$ cat src/supply_monitor_defs.svh
// Offsets, field positions, reset values and counts of the supply monitor block.
`ifndef SUPPLY_MONITOR_DEFS_SVH
`define SUPPLY_MONITOR_DEFS_SVH
`define ADR_W 12
`define OFS_FLAGS 12'h00c
`define OFS_FLAG_CLR 12'h010
`define OFS_STATUS 12'h014
`define OFS_UNLOCK 12'h018
`define OFS_CORE_BOD 12'h02c
`define OFS_REF_CAL 12'h030
`define OFS_MID_BOD 12'h034
`define OFS_HIGH_BOD 12'h038
`define OFS_REG_CAL 12'h03c
`define OFS_REG_CTRL 12'h040
`define OFS_SYS_RC 12'h044
`define OFS_MF_RC 12'h048
`define OFS_FAST_RC 12'h058
`define FLAG_CORE 6
`define FLAG_MID 7
`define FLAG_HIGH 8
`define FLAG_AE 31
`define STS_CORE 6
`define STS_MID 7
`define STS_HIGH 8
`define STS_SYS_RC 9
`define STS_FAST_RC 10
`define BOD_EN 0
`define BOD_RST 1
`define LVL_LO 8
`define LVL_W 6
`define LVL_RST 6'h00
`define CAL_W 8
`define CAL_RST 8'h00
`define PAD_W 2
`define PAD_OFF 2'h3
`define PAD_RST 2'h0
`define FREQ_BIT 16
`define FAST_EN 0
`define KEY_LO 24
`define KEY_W 8
// Unlock key value is arbitrary.
`define UNLOCK_KEY 8'haa
`define UNLOCK_ADR_W 10
`define SYS_RC_START 2'h3
`define MASK_MAIN 2'h2
`define BOD_N 3
`define BOD_CORE 0
`define BOD_MID 1
`define BOD_HIGH 2
`define GENERIC_CLOCK_N 12
`define GENERIC_CLOCK_USB 0
`define GENERIC_CLOCK_CAN 1
`define GENERIC_CLOCK_AST 2
`define GENERIC_CLOCK_PWM 4
`define GENERIC_CLOCK_QUADRATURE_DECODER_ZERO 5
`define GENERIC_CLOCK_QUADRATURE_DECODER_ONE 6
`define GENERIC_CLOCK_EVT16 7
`define GENERIC_CLOCK_EVT17 8
`define GENERIC_CLOCK_PIN0 9
`define GENERIC_CLOCK_PIN1 10
`define GENERIC_CLOCK_AUDIO 11
`endif

$ cat src/supply_monitor_pkg.sv
// Types shared by the supply monitor block and its detector qualifier.
package supply_monitor_pkg;
	`include "supply_monitor_defs.svh"
	typedef enum logic [1:0] {BOOT_LOAD = 2'h0, BOOT_RUN = 2'h1} boot_t;
	typedef enum logic [1:0] {Q_OFF = 2'h0, Q_WAIT_RC = 2'h1, Q_WAIT_MAIN = 2'h3,
		Q_LIVE = 2'h2} qual_phase_t;
	typedef struct packed {
		logic sync1;
		logic sync2;
		qual_phase_t phase;
		logic [1:0] cnt;
		logic status;
	} qual_state_t;
	typedef struct packed {
		boot_t boot;
		logic ack;
		logic [31:0] rdata;
		logic armed;
		logic [`UNLOCK_ADR_W-1:0] unlock_adr;
		logic flag_ae;
		logic [`BOD_N-1:0] flag_bod;
		logic [`BOD_N-1:0] sts_prev;
		logic fuse_core_en;
		logic fuse_mid_en;
		logic [`BOD_N-1:0] bod_sw_en;
		logic [1:0] bod_reset_sel;
		logic [`LVL_W-1:0] lvl_core;
		logic [`LVL_W-1:0] lvl_mid;
		logic [`LVL_W-1:0] lvl_high;
		logic [`CAL_W-1:0] ref_cal;
		logic [`CAL_W-1:0] reg_cal;
		logic [`CAL_W-1:0] sys_cal;
		logic [`CAL_W-1:0] mf_cal;
		logic [`PAD_W-1:0] pad_ctl;
		logic freq_sel;
		logic fast_en;
		logic rc_prev;
		logic [1:0] rc_cnt;
		logic sys_ready;
		logic [`BOD_N-1:0] bod_en_q;
		logic core_irq;
		logic core_rst;
		logic mid_irq;
		logic mid_rst;
		logic high_irq;
		logic bandgap_on;
		logic sys_rc_en;
		logic fast_rc_run;
		logic pad_on;
		logic [`GENERIC_CLOCK_N-1:0] generic_clock_q;
	} main_state_t;
endpackage : supply_monitor_pkg

$ cat src/brownout_qualifier.sv
// Synchroniser and turn-on mask for one brown-out detector output.
`timescale 1ns/100ps
`include "supply_monitor_defs.svh"
module brownout_qualifier (
	input wire logic clk_sys_in, // Bus clock.
	input wire logic rst_n_in, // Asynchronous reset, active low.
	input wire logic enable_in, // Detector enabled.
	input wire logic raw_in, // Raw analog comparator output.
	input wire logic rc_toggle_in, // System RC level changed this cycle.
	output logic status_out // Qualified detector output.
);
	import supply_monitor_pkg::*;
	qual_state_t s;
	qual_state_t next_s;

	always_comb begin
		next_s = s;
		next_s.sync1 = raw_in;
		next_s.sync2 = s.sync1;
		case (s.phase)
			Q_OFF: begin
				if (enable_in) next_s.phase = Q_WAIT_RC;
			end
			Q_WAIT_RC: begin
				// The first RC clock level change seen here comes at most half its period after entry.
				if (rc_toggle_in) begin
					next_s.phase = Q_WAIT_MAIN;
					next_s.cnt = 2'h0;
				end
			end
			Q_WAIT_MAIN: begin
				next_s.cnt = s.cnt + 2'h1;
				if (s.cnt == `MASK_MAIN - 2'h1) next_s.phase = Q_LIVE;
			end
			Q_LIVE: ;
			default: next_s.phase = Q_OFF;
		endcase
		if (!enable_in) next_s.phase = Q_OFF;
		next_s.status = (s.phase == Q_LIVE) && enable_in && s.sync2;
	end

	always_ff @(posedge clk_sys_in or negedge rst_n_in) begin
		if (!rst_n_in) begin
			s <= '0;
		end else begin
			s <= next_s;
		end
	end

	assign status_out = s.status;
endmodule : brownout_qualifier

$ cat src/supply_monitor_and_rc_source_control.sv
// Supply monitors, bandgap, regulators, RC oscillators and generic clock routing.
// Functional notes
// Software disables a generic clock glitch-free before changing its source or divider.
// Generic clocks 0-6 and 11 feed USB, CAN, timer, none, PWM, decoders, audio.
// Generic clocks 7, 8 become events 16, 17; 9, 10 drive output pins.
// Core detector uses its level; off at reset, enabled by software or fuse.
// Core detector gives interrupt or reset as selected; status bit mirrors it.
// Software changes a detector level only while that detector is off.
// Detector output masked half a system RC period plus two clocks after enable.
// Debug ports enabled mask core, mid reset and interrupt, and high interrupt.
// Mid detector: off at reset, software or fuse enable, interrupt or reset, status.
// High detector: software enable only, interrupt only, own status bit.
// Writes to protected control registers need a correct preceding unlock.
// Bandgap on at startup, off in deep stop and static sleep.
// Reference, core regulator and system RC calibration load from fuses after reset.
// Both regulators on at startup; writing 11 to pad field turns pad regulator off.
// System RC usable three RC cycles after start, off only in static sleep.
// Multi-frequency RC runs at 8 or 1 MHz by its frequency select bit.
// Multi-frequency calibration loads factory trim after reset; software may rewrite it.
// Fast RC enable bit reads one only once the oscillator runs.
// Fast RC stopped automatically in the sleep modes that remove it.
// Protected write without correct unlock sets the access error flag.
// Each brown-out flag sets on a rising edge of its status bit.
// Detector outputs are synchronised into the bus clock before use.
`timescale 1ns/100ps
`include "supply_monitor_defs.svh"
module supply_monitor_and_rc_source_control (
	input wire logic clk_sys_in, // Bus clock, 125 MHz.
	input wire logic rst_n_in, // Power-on reset, asynchronous, active low.
	input wire logic wb_cyc_in, // Wishbone cycle.
	input wire logic wb_stb_in, // Wishbone strobe.
	input wire logic wb_we_in, // Wishbone write enable.
	input wire logic [`ADR_W-1:0] wb_adr_in, // Wishbone byte address.
	input wire logic [3:0] wb_sel_in, // Wishbone byte selects.
	input wire logic [31:0] wb_dat_in, // Wishbone write data.
	output logic [31:0] wb_dat_out, // Wishbone read data.
	output logic wb_ack_out, // Wishbone acknowledge.
	input wire logic [`BOD_N-1:0] bod_raw_in, // Raw detector outputs, core mid high.
	input wire logic sys_rc_clk_in, // System RC clock level.
	input wire logic jtag_enable_in, // Boundary-scan port enabled.
	input wire logic single_wire_debug_port_in, // Single-wire debug port enabled.
	input wire logic deep_stop_sleep_in, // Deep-stop sleep active.
	input wire logic static_sleep_in, // Static sleep active.
	input wire logic fast_rc_off_sleep_in, // Sleep mode that removes the fast RC.
	input wire logic fast_rc_ready_in, // Fast RC oscillator running.
	input wire logic fuse_core_bod_en_in, // Fuse enables core detector.
	input wire logic fuse_mid_bod_en_in, // Fuse enables mid detector.
	input wire logic [`CAL_W-1:0] fuse_reference_cal_in, // Fuse bandgap trim.
	input wire logic [`CAL_W-1:0] fuse_core_reg_cal_in, // Fuse core regulator trim.
	input wire logic [`CAL_W-1:0] fuse_sys_rc_cal_in, // Fuse system RC trim.
	input wire logic [`CAL_W-1:0] factory_multi_freq_trim_in, // Factory multi-freq trim.
	input wire logic [`GENERIC_CLOCK_N-1:0] generic_clock_in, // Generic clock enables by index.
	output logic [`BOD_N-1:0] bod_enable_out, // Detector enables, core mid high.
	output logic [`LVL_W-1:0] core_bod_level_out, // Core detector threshold.
	output logic [`LVL_W-1:0] mid_bod_level_out, // Mid detector threshold.
	output logic [`LVL_W-1:0] high_bod_level_out, // High detector threshold.
	output logic core_bod_irq_out, // Core detector interrupt request.
	output logic core_bod_reset_out, // Core detector reset request.
	output logic mid_bod_irq_out, // Mid detector interrupt request.
	output logic mid_bod_reset_out, // Mid detector reset request.
	output logic high_bod_irq_out, // High detector interrupt request.
	output logic bandgap_on_out, // Bandgap reference enable.
	output logic [`CAL_W-1:0] reference_calibration_out, // Bandgap trim.
	output logic [`CAL_W-1:0] core_regulator_calibration_out, // Core regulator trim.
	output logic pad_regulator_on_out, // USB pad regulator enable.
	output logic sys_rc_enable_out, // System RC enable.
	output logic sys_rc_ready_out, // System RC usable.
	output logic [`CAL_W-1:0] system_rc_calibration_out, // System RC trim.
	output logic frequency_select_bit_out, // Multi-freq RC, 1 selects 1 MHz.
	output logic [`CAL_W-1:0] multi_freq_calibration_out, // Multi-freq RC trim.
	output logic fast_rc_enable_out, // Fast RC oscillator enable.
	output logic usb_clock_out, // Generic clock for USB, 48 MHz.
	output logic can_interface_clock_out, // Generic clock for CAN.
	output logic asynchronous_timer_clock_out, // Generic clock for timer.
	output logic pwm_clock_out, // Generic clock for PWM.
	output logic quadrature_decoder_zero_clock_out, // Generic clock for decoder 0.
	output logic quadrature_decoder_one_clock_out, // Generic clock for decoder 1.
	output logic generic_clock_event16_out, // Event 16 to the event controller.
	output logic generic_clock_event17_out, // Event 17 to the event controller.
	output logic [1:0] generic_clock_pin_out, // Generic clock output pins.
	output logic audio_serial_controller_clock_out // Generic clock for audio.
);
	import supply_monitor_pkg::*;
	main_state_t s;
	main_state_t next_s;
	logic [`BOD_N-1:0] status;
	logic take;
	logic wr;
	logic [`ADR_W-1:0] adr_w;
	logic [31:0] wmask;
	logic [31:0] rd_word;
	logic [31:0] wd;
	logic [31:0] clr;
	logic prot;
	logic allowed;
	logic dbg;
	logic [`BOD_N-1:0] rise;

	genvar g;
	generate
		for (g = 0; g < `BOD_N; g++) begin : gen_bod
			brownout_qualifier u_qual (
				.clk_sys_in(clk_sys_in),
				.rst_n_in(rst_n_in),
				.enable_in(s.bod_en_q[g]),
				.raw_in(bod_raw_in[g]),
				.rc_toggle_in(sys_rc_clk_in ^ s.rc_prev),
				.status_out(status[g])
			);
		end
	endgenerate

	function automatic logic [31:0] read_reg(input main_state_t st, input logic [`ADR_W-1:0] a,
		input logic [`BOD_N-1:0] sts, input logic fast_rdy);
		logic [31:0] r;
		r = 32'h0;
		case (a)
			`OFS_FLAGS: begin
				r[`FLAG_CORE] = st.flag_bod[`BOD_CORE];
				r[`FLAG_MID] = st.flag_bod[`BOD_MID];
				r[`FLAG_HIGH] = st.flag_bod[`BOD_HIGH];
				r[`FLAG_AE] = st.flag_ae;
			end
			`OFS_STATUS: begin
				r[`STS_CORE] = sts[`BOD_CORE];
				r[`STS_MID] = sts[`BOD_MID];
				r[`STS_HIGH] = sts[`BOD_HIGH];
				r[`STS_SYS_RC] = st.sys_ready;
				r[`STS_FAST_RC] = st.fast_en & fast_rdy;
			end
			`OFS_CORE_BOD: begin
				r[`BOD_EN] = st.bod_sw_en[`BOD_CORE];
				r[`BOD_RST] = st.bod_reset_sel[`BOD_CORE];
				r[`LVL_LO +: `LVL_W] = st.lvl_core;
			end
			`OFS_MID_BOD: begin
				r[`BOD_EN] = st.bod_sw_en[`BOD_MID];
				r[`BOD_RST] = st.bod_reset_sel[`BOD_MID];
				r[`LVL_LO +: `LVL_W] = st.lvl_mid;
			end
			`OFS_HIGH_BOD: begin
				r[`BOD_EN] = st.bod_sw_en[`BOD_HIGH];
				r[`LVL_LO +: `LVL_W] = st.lvl_high;
			end
			`OFS_REF_CAL: r[`CAL_W-1:0] = st.ref_cal;
			`OFS_REG_CAL: r[`CAL_W-1:0] = st.reg_cal;
			`OFS_REG_CTRL: r[`PAD_W-1:0] = st.pad_ctl;
			`OFS_SYS_RC: r[`CAL_W-1:0] = st.sys_cal;
			`OFS_MF_RC: begin
				r[`CAL_W-1:0] = st.mf_cal;
				r[`FREQ_BIT] = st.freq_sel;
			end
			`OFS_FAST_RC: r[`FAST_EN] = st.fast_en & fast_rdy;
			default: r = 32'h0;
		endcase
		return r;
	endfunction : read_reg

	function automatic logic is_protected(input logic [`ADR_W-1:0] a);
		case (a)
			`OFS_CORE_BOD, `OFS_REF_CAL, `OFS_MID_BOD, `OFS_HIGH_BOD: return 1'b1;
			`OFS_REG_CAL, `OFS_REG_CTRL, `OFS_SYS_RC, `OFS_MF_RC: return 1'b1;
			default: return 1'b0;
		endcase
	endfunction : is_protected

	assign take = wb_cyc_in && wb_stb_in && !s.ack && (s.boot == BOOT_RUN);
	assign wr = take && wb_we_in;
	assign adr_w = {wb_adr_in[`ADR_W-1:2], 2'h0};
	assign wmask = {{8{wb_sel_in[3]}}, {8{wb_sel_in[2]}}, {8{wb_sel_in[1]}}, {8{wb_sel_in[0]}}};
	assign rd_word = read_reg(s, adr_w, status, fast_rc_ready_in);
	assign wd = (rd_word & ~wmask) | (wb_dat_in & wmask);
	assign clr = (wr && adr_w == `OFS_FLAG_CLR) ? (wb_dat_in & wmask) : 32'h0;
	assign prot = is_protected(adr_w);
	assign allowed = s.armed && (s.unlock_adr == adr_w[`UNLOCK_ADR_W-1:0]);
	assign dbg = jtag_enable_in || single_wire_debug_port_in;
	assign rise = status & ~s.sts_prev;

	always_comb begin
		next_s = s;
		next_s.ack = take;
		next_s.rdata = (take && !wb_we_in) ? rd_word : 32'h0;
		if (s.boot == BOOT_LOAD) begin
			next_s.boot = BOOT_RUN;
			next_s.ref_cal = fuse_reference_cal_in;
			next_s.reg_cal = fuse_core_reg_cal_in;
			next_s.sys_cal = fuse_sys_rc_cal_in;
			next_s.mf_cal = factory_multi_freq_trim_in;
			next_s.fuse_core_en = fuse_core_bod_en_in;
			next_s.fuse_mid_en = fuse_mid_bod_en_in;
		end
		if (wr) begin
			next_s.armed = 1'b0;
			if (adr_w == `OFS_UNLOCK && wd[`KEY_LO +: `KEY_W] == `UNLOCK_KEY) begin
				next_s.armed = 1'b1;
				next_s.unlock_adr = wd[`UNLOCK_ADR_W-1:0];
			end
			if (!prot || allowed) begin
				case (adr_w)
					`OFS_CORE_BOD: begin
						next_s.bod_sw_en[`BOD_CORE] = wd[`BOD_EN];
						next_s.bod_reset_sel[`BOD_CORE] = wd[`BOD_RST];
						next_s.lvl_core = wd[`LVL_LO +: `LVL_W];
					end
					`OFS_MID_BOD: begin
						next_s.bod_sw_en[`BOD_MID] = wd[`BOD_EN];
						next_s.bod_reset_sel[`BOD_MID] = wd[`BOD_RST];
						next_s.lvl_mid = wd[`LVL_LO +: `LVL_W];
					end
					`OFS_HIGH_BOD: begin
						next_s.bod_sw_en[`BOD_HIGH] = wd[`BOD_EN];
						next_s.lvl_high = wd[`LVL_LO +: `LVL_W];
					end
					`OFS_REF_CAL: next_s.ref_cal = wd[`CAL_W-1:0];
					`OFS_REG_CAL: next_s.reg_cal = wd[`CAL_W-1:0];
					`OFS_REG_CTRL: next_s.pad_ctl = wd[`PAD_W-1:0];
					`OFS_SYS_RC: next_s.sys_cal = wd[`CAL_W-1:0];
					`OFS_MF_RC: begin
						next_s.mf_cal = wd[`CAL_W-1:0];
						next_s.freq_sel = wd[`FREQ_BIT];
					end
					`OFS_FAST_RC: next_s.fast_en = wd[`FAST_EN];
					default: ;
				endcase
			end
		end
		// A new event wins over a clear in the same cycle.
		next_s.flag_ae = (s.flag_ae & ~clr[`FLAG_AE]) | (wr && prot && !allowed);
		next_s.flag_bod[`BOD_CORE] = (s.flag_bod[`BOD_CORE] & ~clr[`FLAG_CORE])
			| rise[`BOD_CORE];
		next_s.flag_bod[`BOD_MID] = (s.flag_bod[`BOD_MID] & ~clr[`FLAG_MID])
			| rise[`BOD_MID];
		next_s.flag_bod[`BOD_HIGH] = (s.flag_bod[`BOD_HIGH] & ~clr[`FLAG_HIGH])
			| rise[`BOD_HIGH];
		next_s.sts_prev = status;
		next_s.bod_en_q[`BOD_CORE] = s.bod_sw_en[`BOD_CORE] | s.fuse_core_en;
		next_s.bod_en_q[`BOD_MID] = s.bod_sw_en[`BOD_MID] | s.fuse_mid_en;
		next_s.bod_en_q[`BOD_HIGH] = s.bod_sw_en[`BOD_HIGH];
		next_s.core_irq = status[`BOD_CORE] && !s.bod_reset_sel[`BOD_CORE] && !dbg;
		next_s.core_rst = status[`BOD_CORE] && s.bod_reset_sel[`BOD_CORE] && !dbg;
		next_s.mid_irq = status[`BOD_MID] && !s.bod_reset_sel[`BOD_MID] && !dbg;
		next_s.mid_rst = status[`BOD_MID] && s.bod_reset_sel[`BOD_MID] && !dbg;
		next_s.high_irq = status[`BOD_HIGH] && !dbg;
		next_s.bandgap_on = !(deep_stop_sleep_in || static_sleep_in);
		next_s.fast_rc_run = s.fast_en && !fast_rc_off_sleep_in;
		next_s.pad_on = (s.pad_ctl != `PAD_OFF);
		next_s.sys_rc_en = !static_sleep_in;
		next_s.rc_prev = sys_rc_clk_in;
		if (static_sleep_in) begin
			next_s.rc_cnt = 2'h0;
			next_s.sys_ready = 1'b0;
		end else if (sys_rc_clk_in && !s.rc_prev && !s.sys_ready) begin
			next_s.rc_cnt = s.rc_cnt + 2'h1;
			next_s.sys_ready = (s.rc_cnt == `SYS_RC_START - 2'h1);
		end
		next_s.generic_clock_q = generic_clock_in;
	end

	always_ff @(posedge clk_sys_in or negedge rst_n_in) begin
		if (!rst_n_in) begin
			s <= '0;
			s.lvl_core <= `LVL_RST;
			s.lvl_mid <= `LVL_RST;
			s.lvl_high <= `LVL_RST;
			s.ref_cal <= `CAL_RST;
			s.pad_ctl <= `PAD_RST;
			s.bandgap_on <= 1'b1;
			s.pad_on <= 1'b1;
			s.sys_rc_en <= 1'b1;
		end else begin
			s <= next_s;
		end
	end

	assign wb_dat_out = s.rdata;
	assign wb_ack_out = s.ack;
	assign bod_enable_out = s.bod_en_q;
	assign core_bod_level_out = s.lvl_core;
	assign mid_bod_level_out = s.lvl_mid;
	assign high_bod_level_out = s.lvl_high;
	assign core_bod_irq_out = s.core_irq;
	assign core_bod_reset_out = s.core_rst;
	assign mid_bod_irq_out = s.mid_irq;
	assign mid_bod_reset_out = s.mid_rst;
	assign high_bod_irq_out = s.high_irq;
	assign bandgap_on_out = s.bandgap_on;
	assign reference_calibration_out = s.ref_cal;
	assign core_regulator_calibration_out = s.reg_cal;
	assign pad_regulator_on_out = s.pad_on;
	assign sys_rc_enable_out = s.sys_rc_en;
	assign sys_rc_ready_out = s.sys_ready;
	assign system_rc_calibration_out = s.sys_cal;
	assign frequency_select_bit_out = s.freq_sel;
	assign multi_freq_calibration_out = s.mf_cal;
	assign fast_rc_enable_out = s.fast_rc_run;
	assign usb_clock_out = s.generic_clock_q[`GENERIC_CLOCK_USB];
	assign can_interface_clock_out = s.generic_clock_q[`GENERIC_CLOCK_CAN];
	assign asynchronous_timer_clock_out = s.generic_clock_q[`GENERIC_CLOCK_AST];
	assign pwm_clock_out = s.generic_clock_q[`GENERIC_CLOCK_PWM];
	assign quadrature_decoder_zero_clock_out = s.generic_clock_q[`GENERIC_CLOCK_QUADRATURE_DECODER_ZERO];
	assign quadrature_decoder_one_clock_out = s.generic_clock_q[`GENERIC_CLOCK_QUADRATURE_DECODER_ONE];
	assign generic_clock_event16_out = s.generic_clock_q[`GENERIC_CLOCK_EVT16];
	assign generic_clock_event17_out = s.generic_clock_q[`GENERIC_CLOCK_EVT17];
	assign generic_clock_pin_out = {s.generic_clock_q[`GENERIC_CLOCK_PIN1], s.generic_clock_q[`GENERIC_CLOCK_PIN0]};
	assign audio_serial_controller_clock_out = s.generic_clock_q[`GENERIC_CLOCK_AUDIO];
endmodule : supply_monitor_and_rc_source_control

$ cat config.mk
export PLATFORM = sky130hd
export DESIGN_NAME = supply_monitor_and_rc_source_control
export DESIGN_NICKNAME = d
export VERILOG_FILES = /design/src/supply_monitor_pkg.sv /design/src/brownout_qualifier.sv /design/src/supply_monitor_and_rc_source_control.sv
export VERILOG_INCLUDE_DIRS = /design/src
export SDC_FILE = /design/constraint.sdc
export NUM_CORES = 1
export LEC_CHECK = 0
export BUFFER_PORTS_ARGS = -buffer_cell sky130_fd_sc_hd__buf_4
export CAP_MARGIN = 25
export CELL_PAD_IN_SITES_DETAIL_PLACEMENT = 1
export CELL_PAD_IN_SITES_GLOBAL_PLACEMENT = 1
export CORE_UTILIZATION = 43
export CTS_BUF_LIST = sky130_fd_sc_hd__clkbuf_16
export DETAILED_ROUTE_END_ITERATION = 10
export PLACE_DENSITY = 0.81
export SETUP_SLACK_MARGIN = 0.05
export SLEW_MARGIN = 10
export SYNTH_ARGS = -nofsm -noshare
export SYNTH_HDL_FRONTEND = slang
export SYNTH_HIERARCHICAL = 1
export SYNTH_SLANG_ARGS = --single-unit
$ cat constraint.sdc
create_clock -name clk_sys_in -period 3.54 [get_ports clk_sys_in]
set_input_delay 0.531 -clock clk_sys_in [delete_from_list [all_inputs] [get_ports clk_sys_in]]
set_output_delay 0.531 -clock clk_sys_in [all_outputs]
set_load 0.01 [all_outputs]
Yosys cells after proc, flatten, opt, wreduce, memory -nomap -nowiden:

Cells that the tools add are included.

* add/subtract/negate cells: 4
* equal/unequal tests: 41
* muxes and demuxes: 38
* bitwise gates (word level): 22
* reductions and logical operators: 65

Operators by type and width (count)
* 32-bit 2-to-1 mux: 3
* 36-bit 2-to-1 mux: 2
* 32-bit bitwise AND: 2
* 10-bit by 4-bit equality test with 1-bit output, second input constant: 5
* 10-bit by 5-bit equality test with 1-bit output, second input constant: 4
* 8-bit 2-to-1 mux: 4
* 32-bit NOT: 1
* 32-bit OR: 1
* 10-bit by 3-bit equality test with 1-bit output, second input constant: 3
* 1-bit logical AND: 28
* 3-bit AND reduction: 9
* 2-bit one-hot mux with 3 select lines: 3
* 4-bit one-hot mux with 4 select lines: 1
* 2-bit equality test, second input constant: 7
* 2-bit 2-to-1 mux: 7
* 2-bit by 1-bit equality test with 1-bit output, second input constant: 6
* 1-bit logical NOT: 12
* 3-bit by 2-bit != test with 1-bit output, second input constant: 4
* 4-bit by 1-bit != test with 1-bit output, second input constant: 3
* 2-bit one-hot mux with 2 select lines: 3
* 2-bit one-hot mux with 6 select lines: 1
* 11-bit 2-to-1 mux: 1
* 10-bit equality test: 1
* 10-bit by 2-bit equality test with 1-bit output, second input constant: 1
* other kinds (24): 58

* bits in registers: 162
* bits of input ports: 109

Logic depth before layout (Yosys ltp):

Gate-level depths: netlist of the first run.

* depth in word-level cells: 9
* depth in mapped cells: 8
* depth with buffers taken out: 6

Modules after synthesis:

Netlist of the first run, hierarchy kept.

By module, submodules not included
* supply_monitor_and_rc_source_control: times used 1, cells each 580, area an instance 6531.3 sq um, sequential area each 3106.7 sq um
* brownout_qualifier: times used 3, cells each 18, area an instance 255.2 sq um, sequential area each 175.2 sq um

Worst setup path after synthesis of the first run:

Ideal clock, no wire load.

* kind: input to register
* start point: in wb_adr_in[6]
* end point: reg s (netlist bit mid_bod_level_out[1])
* arrival: 2232 ps
* slack: 1184 ps
* cell stages on the path: 6
* path buffers: 1
* cells stage by stage: buf_2 xor2_1 nor4b_2 nand3_2 a2111oi_4 mux2_2

* cells in the longest elaborated chain, start to end: 6
* elaborated cells between the ends (all ways): 19

RTL lines
* start, declared: RTL line supply_monitor_and_rc_source_control.sv:33 `` input wire logic [`ADR_W-1:0] wb_adr_in, ``
* 10-bit by 5-bit equality test with 1-bit output, or another cell as far along: RTL line supply_monitor_and_rc_source_control.sv:160 `case (a)`
* 8-bit OR reduction (no source line)
* 1-bit 2-to-1 mux: RTL line supply_monitor_and_rc_source_control.sv:160
* 1-bit logical NOT: RTL line supply_monitor_and_rc_source_control.sv:198 `if (!prot || allowed) begin`
* 1-bit logical OR: RTL line supply_monitor_and_rc_source_control.sv:198
* 3-bit AND reduction (no source line)
* end signal, assigned: RTL line supply_monitor_and_rc_source_control.sv:271 `s <= next_s;`
* end, declared: RTL line supply_monitor_and_rc_source_control.sv:84 `main_state_t s;`

Several ways; a longest one is shown, not always the timed one.
A chain may end at the register's enable or synchronous reset.

Final worst setup path of the first run:

* start point: reg s[105] in the netlist's numbering
* end point: reg s (netlist bit high_bod_level_out[4])

* cells in the longest elaborated chain, start to end: 4

RTL lines
* 10-bit equality test: RTL line supply_monitor_and_rc_source_control.sv:175 `` assign allowed = s.armed && (s.unlock_adr == adr_w[`UNLOCK_ADR_W-1:0]); ``
* 1-bit logical AND: RTL line supply_monitor_and_rc_source_control.sv:175
* 1-bit logical OR: RTL line supply_monitor_and_rc_source_control.sv:198
* 3-bit AND reduction (no source line)

No other way between the ends.

==> key figures, run 1 <==
Cells and area
  • Layout cells sized above 1: 37.1%
  • Most common cell after layout, fill and taps aside: buf_4
  • Commonest cells after routing, fill and taps aside: buf_4 (196), dfrtp_1 (141), mux2i_1 (72), nand2_1 (37), mux2_2 (33)
  • Final core occ: ~54%
  • Area grow syn2layout: 22.2%
  • Ant diodes: 0
  • Nets: 872

Route
  • WL/cell: approximately 22 um
  • Vias after detailed routing: ~5400
  • Post-route ant nets: 0
  • Drt drc: 0
  • Pre-antenna DRT Iters: 5
  • DRT iter0 DRCs: roughly 240
  • Total wire length: approximately 22 mm
  • Routed vias/inst: ~5.4

Die
  • Core Area: ~17000 sq um
  • Initial Util: 44.0%
  • Die Ht: about 130 um
  • Row count: 47
  • I/O Pins: approximately 220
  • Chip Width: around 130 um
  • Die Area: ~17000 sq um

Clocking
  • CTS Root Cell: clkbuf_16
  • Setup Buffers After CTS: 0
  • CTS H-tree depth: 4
  • Clk_lat worst skew: ~0.43 ns
  • Deepest clock path buffer count: 2
  • Post-CTS Resized: 0
  • Clock Sinks: around 150
  • CTS hold repair buffers: 0
  • Clock transition at path regs: approximately 0.060 ns
  • CTS tree: yes
  • Number of buffers created by CTS: 17

Global routing
  • Largest net degree at the start of global routing: between 90 and 100
  • Initial antenna violation count: 0
  • First-pass GRT wire length: 33.4 mm
  • Vias in the first global route: between 5000 and 6000
  • Grt total ovfl: 0
  • GRT Util Overall: about 25%

Placement
  • IO Port Bufs: between 150 and 200
  • RD Place Congestion: around 0.87
  • Hpwl dp: between 15 and 20 mm

Power and ir drop
  • Pleak: around 4.4 nW
  • VDD IR max: between 0.2 and 0.3 mV
  • PD cells: 446 nW/um^2

Synth
  • Syn_area_per_cell: approximately 12 sq um
  • Cell variety after synth: 65
  • Cell count after synthesis: around 630
  • Seq/Total Area, Yosys: about half
  • Post-synth ARST share: 100%
  • EDFF count, synth: 0
  • Mapped Area: ~7300 sq um
  • Most used DFF post-synth: dfrtp_1
  • Synthesis warning total: 6
  • #FFs+latches synth: 145

Worst setup path
  • Crit end category: register
  • Sum of buffers and inverters on the critical path: 0
  • Worst Path Arrival: between 2 and 3 ns
  • CP Cell Sequence: xor2_1, nor4_1, and3_1, o2111ai_2, mux2_2
  • Crit-path leading delay family: simple AND/OR/NAND/NOR gates
  • CP max stage delay: around 0.52 ns
  • Critical Path RT: 3.85 ns
  • Startpoint type of the worst setup path: register
  • Crit Path Class: register to register
  • Slowest-stage cell, CP: and3_1
  • Critical Path Fanout Max: 7

Run
  • MaxCap Viol Count: 0

Min path
  • HP Class: input pin to asynchronous set/reset pin

STA
  • Worst Skew: 0.00766 ns
  • Final Critical Period: between 2 and 2.5 ns
  • Final Cycle Share: 69.5%
  • Achievable Freq: roughly 0.41 GHz
  • Final Hold Vio Count: 0
  • RSZ-0062 raised after global routing: no
  • Worst Max-Slew Pin Slew: 0.906 ns
  • Slew margin rel.: between 30% and 40%
  • Endpoints failing setup: 0
  • Setup TNS: 0 ns
  • Final Max Slew Viols: 0

Status
  • Status: completed
## path summary, 6_finish.rpt
| check | from | endpoint | slack [ns] | cells after the start |
|---|---|---|---|---|
| min in group clk_sys_in | deep_stop_sleep_in | bandgap_on_out | 0.21 | 2 |
| setup reg to reg | s[105] | high_bod_level_out[4] | 1.08 | 5 |
| max in group asynchronous | rst_n_in | sys_rc_enable_out | 2.52 | 2 |
| setup / recovery | s[105] | high_bod_level_out[4] | 1.08 | 5 |
| hold reg to reg | gen_bod[1].u_qual/next_s[5] | gen_bod[1].u_qual/s[5] | 0.35 | 0 |
| hold / removal | rst_n_in | usb_clock_out | 0.18 | 1 |
## cells in the mapped netlist (2+ instances only)
| master | count | area share [%] |
|---|---|---|
| mux2i_1 | 72 | 9.9 |
| a211oi_1 | 2 | 0.21 |
| nor4b_2 | 2 | 0.41 |
| o21ai_0 | 11 | 0.75 |
| and4b_2 | 3 | 0.46 |
| a21boi_0 | 4 | 0.41 |
| buf_2 | 4 | 0.27 |
| o31a_1 | 2 | 0.24 |
| xor2_1 | 8 | 0.96 |
| nor4_4 | 2 | 0.58 |
| nor2b_1 | 13 | 1.1 |
| o21ai_2 | 2 | 0.24 |
| dfrtp_1 | 142 | 49 |
| buf_4 | 87 | 9.0 |
| nand3b_1 | 3 | 0.31 |
| nand2_1 | 37 | 1.9 |
| a31oi_1 | 2 | 0.17 |
| a32oi_1 | 5 | 0.60 |
| and2_1 | 2 | 0.17 |
| nor2_1 | 25 | 1.3 |
| or2_2 | 3 | 0.26 |
| nor3b_2 | 2 | 0.34 |
| a21oi_1 | 10 | 0.69 |
| clkbuf_1 | 13 | 0.67 |
| and3b_1 | 6 | 0.72 |
| nor4_1 | 2 | 0.17 |
| mux2_2 | 33 | 5.1 |
| inv_1 | 19 | 0.98 |
| nand2b_1 | 10 | 0.86 |
| ha_1 | 5 | 0.86 |
| nand3_1 | 12 | 0.82 |
| a32o_1 | 2 | 0.27 |
| o22ai_1 | 12 | 1.0 |
| dfstp_2 | 3 | 1.1 |
| buf_1 | 3 | 0.15 |
| conb_1 | 2 | 0.10 |
| a22o_1 | 6 | 0.72 |
| nor3_1 | 7 | 0.48 |
| o21a_1 | 4 | 0.41 |
| o31ai_1 | 8 | 0.82 |
| and3_1 | 4 | 0.34 |
| a2bb2oi_1 | 3 | 0.36 |
| a22oi_1 | 13 | 1.3 |
| o211ai_1 | 3 | 0.31 |
## stage by stage
step	cell area, sq um	hold WS [ns]	setup slack [ns]	std cells	power [W]
finish	8920	0.178	1.08	991	0.00397
global route	8920	0.196	0.905	991	0.00412
CTS	8920	0.196	1.05	991	0.00401
detailed placement	8390	0.337	0.687	959	0.00236
global placement	8390	0.332	0.741	959	0.00233
floorplan	7350	0.235	1.18	649	0.00214
## layout make-up
class	instances	area, sq um
Inverter	19	71.3
Tap cell	220	275
Clock buffer	17	425
Fill cell	1784	7660
Multi-Input combinational cell	377	2910
Clock inverter	15	106
Sequential cell	145	3630
Timing Repair Buffer	198	1500
## where the power goes
part	internal (W)	leakage [nW]	total [W]	switching (W)
Sequential	0.00175	1.83	0.00183	0.0000756
Combinational	0.000247	2.33	0.000507	0.000261
Clock	0.000945	0.265	0.00164	0.000695
Total	0.00294	4.43	0.00397	0.00103
## state kept, by name (all words and copies together), names as in the netlist, 2 cells and up
name / cells
gen_bod.u_qual/next_s: 3
gen_bod.u_qual/status_out: 3
mid_bod_level_out: 6
multi_freq_calibration_out: 8
core_regulator_calibration_out: 8
gen_bod.u_qual/s: 15
bod_enable_out: 3
s: 31
core_bod_level_out: 6
system_rc_calibration_out: 8
high_bod_level_out: 6
generic_clock_pin_out: 2
wb_dat_out: 16
reference_calibration_out: 8
## routing by layer
metal | GRT usage, % | part of all wire, % | vias up
li1 | - | - | 2382
met1 | 32.1 | 42 | 2757
met2 | 44.1 | 51 | 192
met3 | 4.61 | 4.6 | 32
met4 | 8.62 | 2.1 | 0
met5 | 0 | 0 | -
## cell families (layout without fill, tap and decap cells)
logic type                 after synthesis  in the layout  synth area share, %
AOI/OAI and AO/OA                       97             97                 10.4
xor gates and xnor gates                 9              9                 1.08
adders and majority gates                5              5                0.857
buffers and inverters                  127            249                 11.2
DFF                                    145            145                 49.8
muxes                                  105            105                 15.0
other                                    2             17                0.103
and+or+nand+nor                        144            144                 11.6
Power figures use the tool's default switching activity.
==> run 2: changes to the inputs <==
--- a/config.mk
+++ b/config.mk
@@ -10,10 +10,10 @@
 export CAP_MARGIN = 25
 export CELL_PAD_IN_SITES_DETAIL_PLACEMENT = 1
 export CELL_PAD_IN_SITES_GLOBAL_PLACEMENT = 1
-export CORE_UTILIZATION = 43
+export CORE_UTILIZATION = 40
 export CTS_BUF_LIST = sky130_fd_sc_hd__clkbuf_16
 export DETAILED_ROUTE_END_ITERATION = 10
-export PLACE_DENSITY = 0.81
+export PLACE_DENSITY = 0.76
 export SETUP_SLACK_MARGIN = 0.05
 export SLEW_MARGIN = 10
 export SYNTH_ARGS = -nofsm -noshare
==> constraint.sdc (replaced) <==
create_clock -name clk_sys_in -period 2.45 [get_ports clk_sys_in]
set_input_delay 0.3675 -clock clk_sys_in [delete_from_list [all_inputs] [get_ports clk_sys_in]]
set_output_delay 0.3675 -clock clk_sys_in [all_outputs]
set_load 0.01 [all_outputs]
==> run 2 against run 1 <==
Clock-buffer cell count unchanged. Maximum frequency increased by 10%. Critical endpoint is now mid_bod_level_out[1]. Combinational power increased by 50%. Total power increased by 56%.
==> key figures, run 2 (same netlist as run 1, synthesis figures left out) <==
Clocking
  • CTS Root Cell: clkbuf_16 (unchanged)
  • CTS H-tree depth: 4 (unchanged)
  • Clock Sinks: 145 (unchanged)
  • Setup Buffers After CTS: 0 (unchanged)
  • CTS tree: yes (unchanged)
  • Clock transition at path regs: 0.06 ns (about the same)
  • Clk_lat worst skew: 0.43 ns (about the same)
  • Number of buffers created by CTS: 17 (unchanged)
  • Deepest clock path buffer count: 2 (unchanged)

Route
  • WL/cell: 21.4 um (was 21.9 um)
  • DRT iter0 DRCs: 249 (was 243)
  • Pre-antenna DRT Iters: 4 (was 5)
  • Routed vias/inst: 5.32 (was 5.41)
  • Post-route ant nets: 0 (unchanged)
  • Vias after detailed routing: 5448 (was 5363)
  • Total wire length: 21.9 mm (was 21.7 mm)
  • Drt drc: 0 (unchanged)

Cells and area
  • Most common cell after layout, fill and taps aside: buf_4 (unchanged)
  • Area grow syn2layout: 26.7% (was 22.2%)
  • Largest reg by FF count: s (unchanged)
  • Final instance area: 9250 sq um (was 8920 sq um)
  • Final core occ: 51.7% (was 53.8%)
  • Layout cells sized above 1: 39.7% (was 37.1%)
  • Commonest cells after routing, fill and taps aside: buf_4 (218), dfrtp_1 (141), mux2i_1 (72), nand2_1 (37), mux2_2 (33) (was buf_4 (196), dfrtp_1 (141), mux2i_1 (72), nand2_1 (37), mux2_2 (33))
  • Ant diodes: 0 (unchanged)
  • Max FFs per register: 31 (unchanged)
  • Nets: 897 (was 872)

Worst setup path
  • Startpoint type of the worst setup path: register (unchanged)
  • Sum of buffers and inverters on the critical path: 1 (was 0)
  • Worst Reg-to-Reg Cells: 6 (was 5)
  • Crit end category: register (unchanged)
  • Critical Path Fanout Max: 8 (was 7)
  • Worst Path Arrival: 2.53 ns (was 2.77 ns)
  • Crit Path Class: register to register (unchanged)
  • CP Cell Sequence: xor2_1, nor4_2, nand3_2, a2111oi_4, buf_12, mux2_2 (was xor2_1, nor4_1, and3_1, o2111ai_2, mux2_2)
  • Slowest-stage cell, CP: dfrtp_1 (was and3_1)
  • Worst path depth: 6 (was 5)
  • CP max stage delay: 0.41 ns (was 0.52 ns)
  • Critical Path RT: 2.76 ns (was 3.85 ns)
  • Crit-path leading delay family: simple AND/OR/NAND/NOR gates (unchanged)

Power and ir drop
  • VDD IR max: 0.452 mV (was 0.298 mV)
  • Pleak: 4.59 nW (was 4.43 nW)
  • Switch share: 25.2% (was 25.9%)
  • Sequential Power Share: 42.7% (was 46.0%)
  • Clk pwr share: 45.0% (was 41.3%)
  • Sw power: 0.00156 W (was 0.00103 W)
  • Logic pwr share: 12.3% (was 12.8%)
  • Internal power: 0.00462 W (was 0.00294 W)
  • PD cells: 668 nW/um^2 (was 446 nW/um^2)

Placement
  • Hpwl dp: 16.2 mm (was 15.8 mm)
  • Placed inst area: 8600 sq um (was 8390 sq um)
  • DP Worst Slack: 0.0387 ns (was 0.687 ns)
  • RD Place Congestion: 0.878 (was 0.875)
  • IO Port Bufs: 188 (unchanged)

STA
  • Final Critical Period: 2.23 ns (was 2.46 ns)
  • Final Max Slew Viols: 0 (unchanged)
  • Worst Skew: 0.0105 ns (was 0.00766 ns)
  • Final hold slack: 0.0435 ns (was 0.178 ns)
  • RSZ-0062 raised after global routing: no (unchanged)
  • Slew margin rel.: 60.6% (was 39.6%)
  • Final Cycle Share: 90.9% (was 69.5%)
  • Worst Max-Slew Pin Slew: 0.592 ns (was 0.906 ns)
  • PnR worst setup slack: 0.223 ns (was 1.08 ns)
  • Achievable Freq: 0.449 GHz (was 0.407 GHz)
  • Setup TNS: 0 ns (unchanged)
  • Endpoints failing setup: 0 (unchanged)
  • Final Hold Vio Count: 0 (unchanged)

Global routing
  • Initial antenna violation count: 0 (unchanged)
  • Vias in the first global route: 5816 (was 5755)
  • GRT Util Overall: 23.9% (was 25.5%)
  • Largest net degree at the start of global routing: 55 (was 97)
  • First-pass GRT wire length: 32.7 mm (was 33.4 mm)
  • Grt total ovfl: 0 (unchanged)

Die
  • I/O Pins: 217 (unchanged)
  • Core Area: 17900 sq um (was 16600 sq um)
  • Initial Util: 40.8% (was 44.0%)
  • Die Area: 18800 sq um (was 17500 sq um)
  • Die Ht: 137 um (was 132 um)
  • Chip Width: 137 um (was 132 um)
  • Row count: 49 (was 47)

Status
  • Status: completed (unchanged)

Run
  • MaxCap Viol Count: 0 (unchanged)

Min path
  • HP Class: input pin to register (was input pin to asynchronous set/reset pin)
  • Hold Crit Depth: 1
-- run 2: power by group through the flow --
stage	clock network [W]	logic, W	registers, W
floorplan	0	0.000441	0.00264
global placement	0	0.000723	0.00267
detailed placement	0	0.000757	0.00268
CTS	0.00283	0.000764	0.00264
global route	0.00293	0.000824	0.00265
finish	0.00278	0.000760	0.00264
-- run 2: worst reg2reg max path: stages (launching register included) --
cell       delay (ns)
dfrtp_1          0.41
xor2_1           0.17
nor4_2           0.35
nand3_2          0.23
a2111oi_4        0.41
buf_12           0.19
mux2_2           0.35
-- run 2: per-stage QoR --
step / total power, W / instances
finish: 0.00618 / 1024
global route: 0.00641 / 1024
CTS: 0.00623 / 1024
detailed placement: 0.00344 / 992
global placement: 0.00339 / 992
floorplan: 0.00309 / 649
-- run 2: worst paths after layout --
path / from / to / slack (ns)
min reg2reg: gen_bod[1].u_qual/next_s[5] / gen_bod[1].u_qual/s[5] / 0.36
max reg2reg: s[105] / mid_bod_level_out[1] / 0.22
max in group asynchronous: rst_n_in / pad_regulator_on_out / 1.28
min: bod_raw_in[2] / gen_bod[2].u_qual/next_s[5] / 0.04
max: s[105] / mid_bod_level_out[1] / 0.22
min in group asynchronous: rst_n_in / core_bod_level_out[5] / 0.47
-- run 2: repair_timing --
action                                  CTS  global route
hold buffers                              1             0
endpoints found under the setup margin    0            11
resized for setup                         0             1
endpoints found under the hold margin    50             0
-- run 2: area by class of cell --
cell class	instances	area [sq um]
fill	1912	8650
sequential	145	3630
multi-input combinational	377	2910
timing repair buffer	223	1720
clock buffer	17	425
tap	229	287
clock inverter	14	201
inverter	19	71.3
-- run 2: metal layers --
metal	GRT usage (%)	vias to the layer above	part of all wire [%]
li1	-	2434	-
met1	30.6	2773	42
met5	0	-	0
met4	9.77	0	2.9
met3	4.11	47	5.0
met2	39.8	194	50
==> run 3: changes to the inputs <==
--- a/config.mk
+++ b/config.mk
@@ -10,10 +10,10 @@
 export CAP_MARGIN = 25
 export CELL_PAD_IN_SITES_DETAIL_PLACEMENT = 1
 export CELL_PAD_IN_SITES_GLOBAL_PLACEMENT = 1
-export CORE_UTILIZATION = 40
+export CORE_UTILIZATION = 43
 export CTS_BUF_LIST = sky130_fd_sc_hd__clkbuf_16
 export DETAILED_ROUTE_END_ITERATION = 10
-export PLACE_DENSITY = 0.76
+export PLACE_DENSITY = 0.81
 export SETUP_SLACK_MARGIN = 0.05
 export SLEW_MARGIN = 10
 export SYNTH_ARGS = -nofsm -noshare
==> constraint.sdc (replaced) <==
create_clock -name clk_sys_in -period 2.7 [get_ports clk_sys_in]
set_input_delay 0.405 -clock clk_sys_in [delete_from_list [all_inputs] [get_ports clk_sys_in]]
set_output_delay 0.405 -clock clk_sys_in [all_outputs]
set_load 0.01 [all_outputs]
==> run 3 against run 2 <==
Worst hold slack got worse by 0.031 ns. Critical path depth unchanged. Sequential power decreased by 9.5%. Design area decreased by 1.4%. Combinational power decreased by 11%. Global-route usage increased by 1.8 points. Register-to-register slack improved by 0.11 ns. Clock-buffer cell count unchanged. Clock skew decreased by 0.0045 ns. Setup slack improved by 0.11 ns. First-iteration DRC count increased by 26%. Non-clock buffer count decreased by 5. Critical path type unchanged. Largest power group is now sequential cells.
==> key figures, run 3 (same netlist as run 1, synthesis figures left out) <==
Worst setup path
  • CP max stage delay: 0.43 ns (was 0.41 ns)
  • Worst Path Arrival: 2.67 ns (was 2.53 ns)
  • Crit Path Class: register to register (unchanged)
  • Startpoint type of the worst setup path: register (unchanged)
  • Critical Path Fanout Max: 8 (unchanged)
  • CP Cell Sequence: xor2_1, nor4_1, nand3_2, a2111oi_4, buf_4, mux2_2 (was xor2_1, nor4_2, nand3_2, a2111oi_4, buf_12, mux2_2)
  • Critical Path RT: 3.00 ns (was 2.76 ns)
  • Slowest-stage cell, CP: nor4_1 (was dfrtp_1)
  • Crit end category: register (unchanged)

Die
  • Row count: 47 (was 49)
  • Chip Width: 132 um (was 137 um)
  • Initial Util: 44.0% (was 40.8%)
  • Core Area: 16600 sq um (was 17900 sq um)
  • I/O Pins: 217 (unchanged)
  • Die Ht: 132 um (was 137 um)
  • Die Area: 17500 sq um (was 18800 sq um)

Clocking
  • CTS tree: yes (unchanged)
  • Clk_lat worst skew: 0.42 ns (was 0.43 ns)
  • Deepest clock path buffer count: 2 (unchanged)
  • CTS H-tree depth: 4 (unchanged)
  • CTS hold repair buffers: 0 (was 1)
  • Clock Sinks: 145 (unchanged)
  • Number of buffers created by CTS: 17 (unchanged)
  • CTS Root Cell: clkbuf_16 (unchanged)
  • Clock transition at path regs: 0.06 ns (about the same)
  • Post-CTS Resized: 0 (unchanged)
  • Setup Buffers After CTS: 0 (unchanged)

STA
  • Final Hold Vio Count: 0 (unchanged)
  • Worst Max-Slew Pin Slew: 0.739 ns (was 0.592 ns)
  • Setup TNS: 0 ns (unchanged)
  • Final Critical Period: 2.37 ns (was 2.23 ns)
  • Worst Skew: 0.00596 ns (was 0.0105 ns)
  • Slew margin rel.: 50.8% (was 60.6%)
  • Achievable Freq: 0.422 GHz (was 0.449 GHz)
  • Final Max Slew Viols: 0 (unchanged)
  • Final hold slack: 0.0123 ns (was 0.0435 ns)
  • RSZ-0062 raised after global routing: no (unchanged)
  • Final Cycle Share: 87.8% (was 90.9%)
  • Endpoints failing setup: 0 (unchanged)

Global routing
  • Initial antenna violation count: 0 (unchanged)
  • First-pass GRT wire length: 33.8 mm (was 32.7 mm)
  • GRT Util Overall: 25.7% (was 23.9%)
  • Grt total ovfl: 0 (unchanged)
  • Largest net degree at the start of global routing: 80 (was 55)
  • Vias in the first global route: 6028 (was 5816)

Cells and area
  • Nets: 892 (was 897)
  • Ant diodes: 0 (unchanged)
  • Largest reg by FF count: s (unchanged)
  • Area grow syn2layout: 25.0% (was 26.7%)
  • Commonest cells after routing, fill and taps aside: buf_4 (216), dfrtp_1 (141), mux2i_1 (72), nand2_1 (37), mux2_2 (33) (was buf_4 (218), dfrtp_1 (141), mux2i_1 (72), nand2_1 (37), mux2_2 (33))
  • Fillers: 1802 (was 1912)
  • Layout cells sized above 1: 39.2% (was 39.7%)
  • Non-Filler Instances: 1011 (was 1024)
  • Final core occ: 55.0% (was 51.7%)
  • Max FFs per register: 31 (unchanged)
  • Most common cell after layout, fill and taps aside: buf_4 (unchanged)

Power and ir drop
  • Sw power: 0.00140 W (was 0.00156 W)
  • Pleak: 4.55 nW (was 4.59 nW)
  • Internal power: 0.00400 W (was 0.00462 W)
  • Switch share: 26.0% (was 25.2%)
  • Clk pwr share: 43.1% (was 45.0%)
  • PD cells: 592 nW/um^2 (was 668 nW/um^2)
  • Sequential Power Share: 44.3% (was 42.7%)
  • Overall power: 0.00540 W (was 0.00618 W)
  • Logic pwr share: 12.6% (was 12.3%)
  • VDD IR max: 0.463 mV (was 0.452 mV)

Placement
  • Hpwl dp: 16.2 mm (about the same)
  • IO Port Bufs: 188 (unchanged)
  • RD Place Congestion: 0.844 (was 0.878)
  • Cells after DPL: 979 (was 992)

Run
  • MaxCap Viol Count: 0 (unchanged)

Route
  • Total wire length: 21.7 mm (was 21.9 mm)
  • Routed vias/inst: 5.39 (was 5.32)
  • Drt drc: 0 (unchanged)
  • Post-route ant nets: 0 (unchanged)
  • WL/cell: 21.5 um (was 21.4 um)
  • DRT iter0 DRCs: 313 (was 249)
  • Vias after detailed routing: 5451 (was 5448)
  • Pre-antenna DRT Iters: 4 (unchanged)

Status
  • Status: completed (unchanged)

Min path
  • HP Class: input pin to asynchronous set/reset pin (was input pin to register)
run 3: stage by stage:
step / setup WS, ns / instance area [sq um]
after floorplan: 0.470 / 7350
after global placement: 0.297 / 8540
after detailed placement: 0.209 / 8540
after CTS: 0.337 / 9120
after global routing: 0.182 / 9120
final: 0.330 / 9120
run 3: path summary, 6_finish.rpt:
check	to	slack, ns	start	cells after the start
max	mid_bod_level_out[3]	0.33	s[105]	6
min	usb_clock_out	0.01	rst_n_in	1
max reg2reg	mid_bod_level_out[3]	0.33	s[105]	6
min reg2reg	gen_bod[0].u_qual/s[5]	0.35	gen_bod[0].u_qual/next_s[5]	0
max in group asynchronous	wb_dat_out[1]	1.97	rst_n_in	2
min in group clk_sys_in	generic_clock_event17_out	0.08	generic_clock_in[8]	1
run 3: per-layer routing:
| layer | track usage [%] | up-vias | wire length, um |
|---|---|---|---|
| met1 | 31.5 | 2809 | 8970 |
| met5 | 0 | - | 0 |
| met3 | 4.54 | 36 | 980 |
| met2 | 45.3 | 172 | 11300 |
| li1 | - | 2434 | - |
| met4 | 9.39 | 0 | 467 |
run 3: cell type report:
cell class	count	area, sq um	share of cell area [%]
clock buffers	17	425	4.66
clock inverters	15	159	1.74
inverters	19	71.3	0.782
multi-input cells	377	2910	31.8
flip-flops and latches	145	3630	39.8
well taps	220	275	3.02
repair buffers	218	1650	18.1
run 3: power groups by stage:
stage,Clock (W),Sequential (W),Combinational [W]
floorplan,0,0.00240,0.000400
global placement,0,0.00242,0.000643
detailed placement,0,0.00243,0.000679
CTS,0.00237,0.00239,0.000687
global route,0.00244,0.00241,0.000735
finish,0.00233,0.00239,0.000680
run 3: critical path: cells and delay by family, from the launching register on:
kind	cells	cell delay, ns
AND/OR/NAND/NOR	2	0.70
flip-flops	1	0.41
multiplexers	1	0.36
AO/OA/AOI/OAI	1	0.35
buffers and inverters	1	0.26
XOR/XNOR	1	0.15
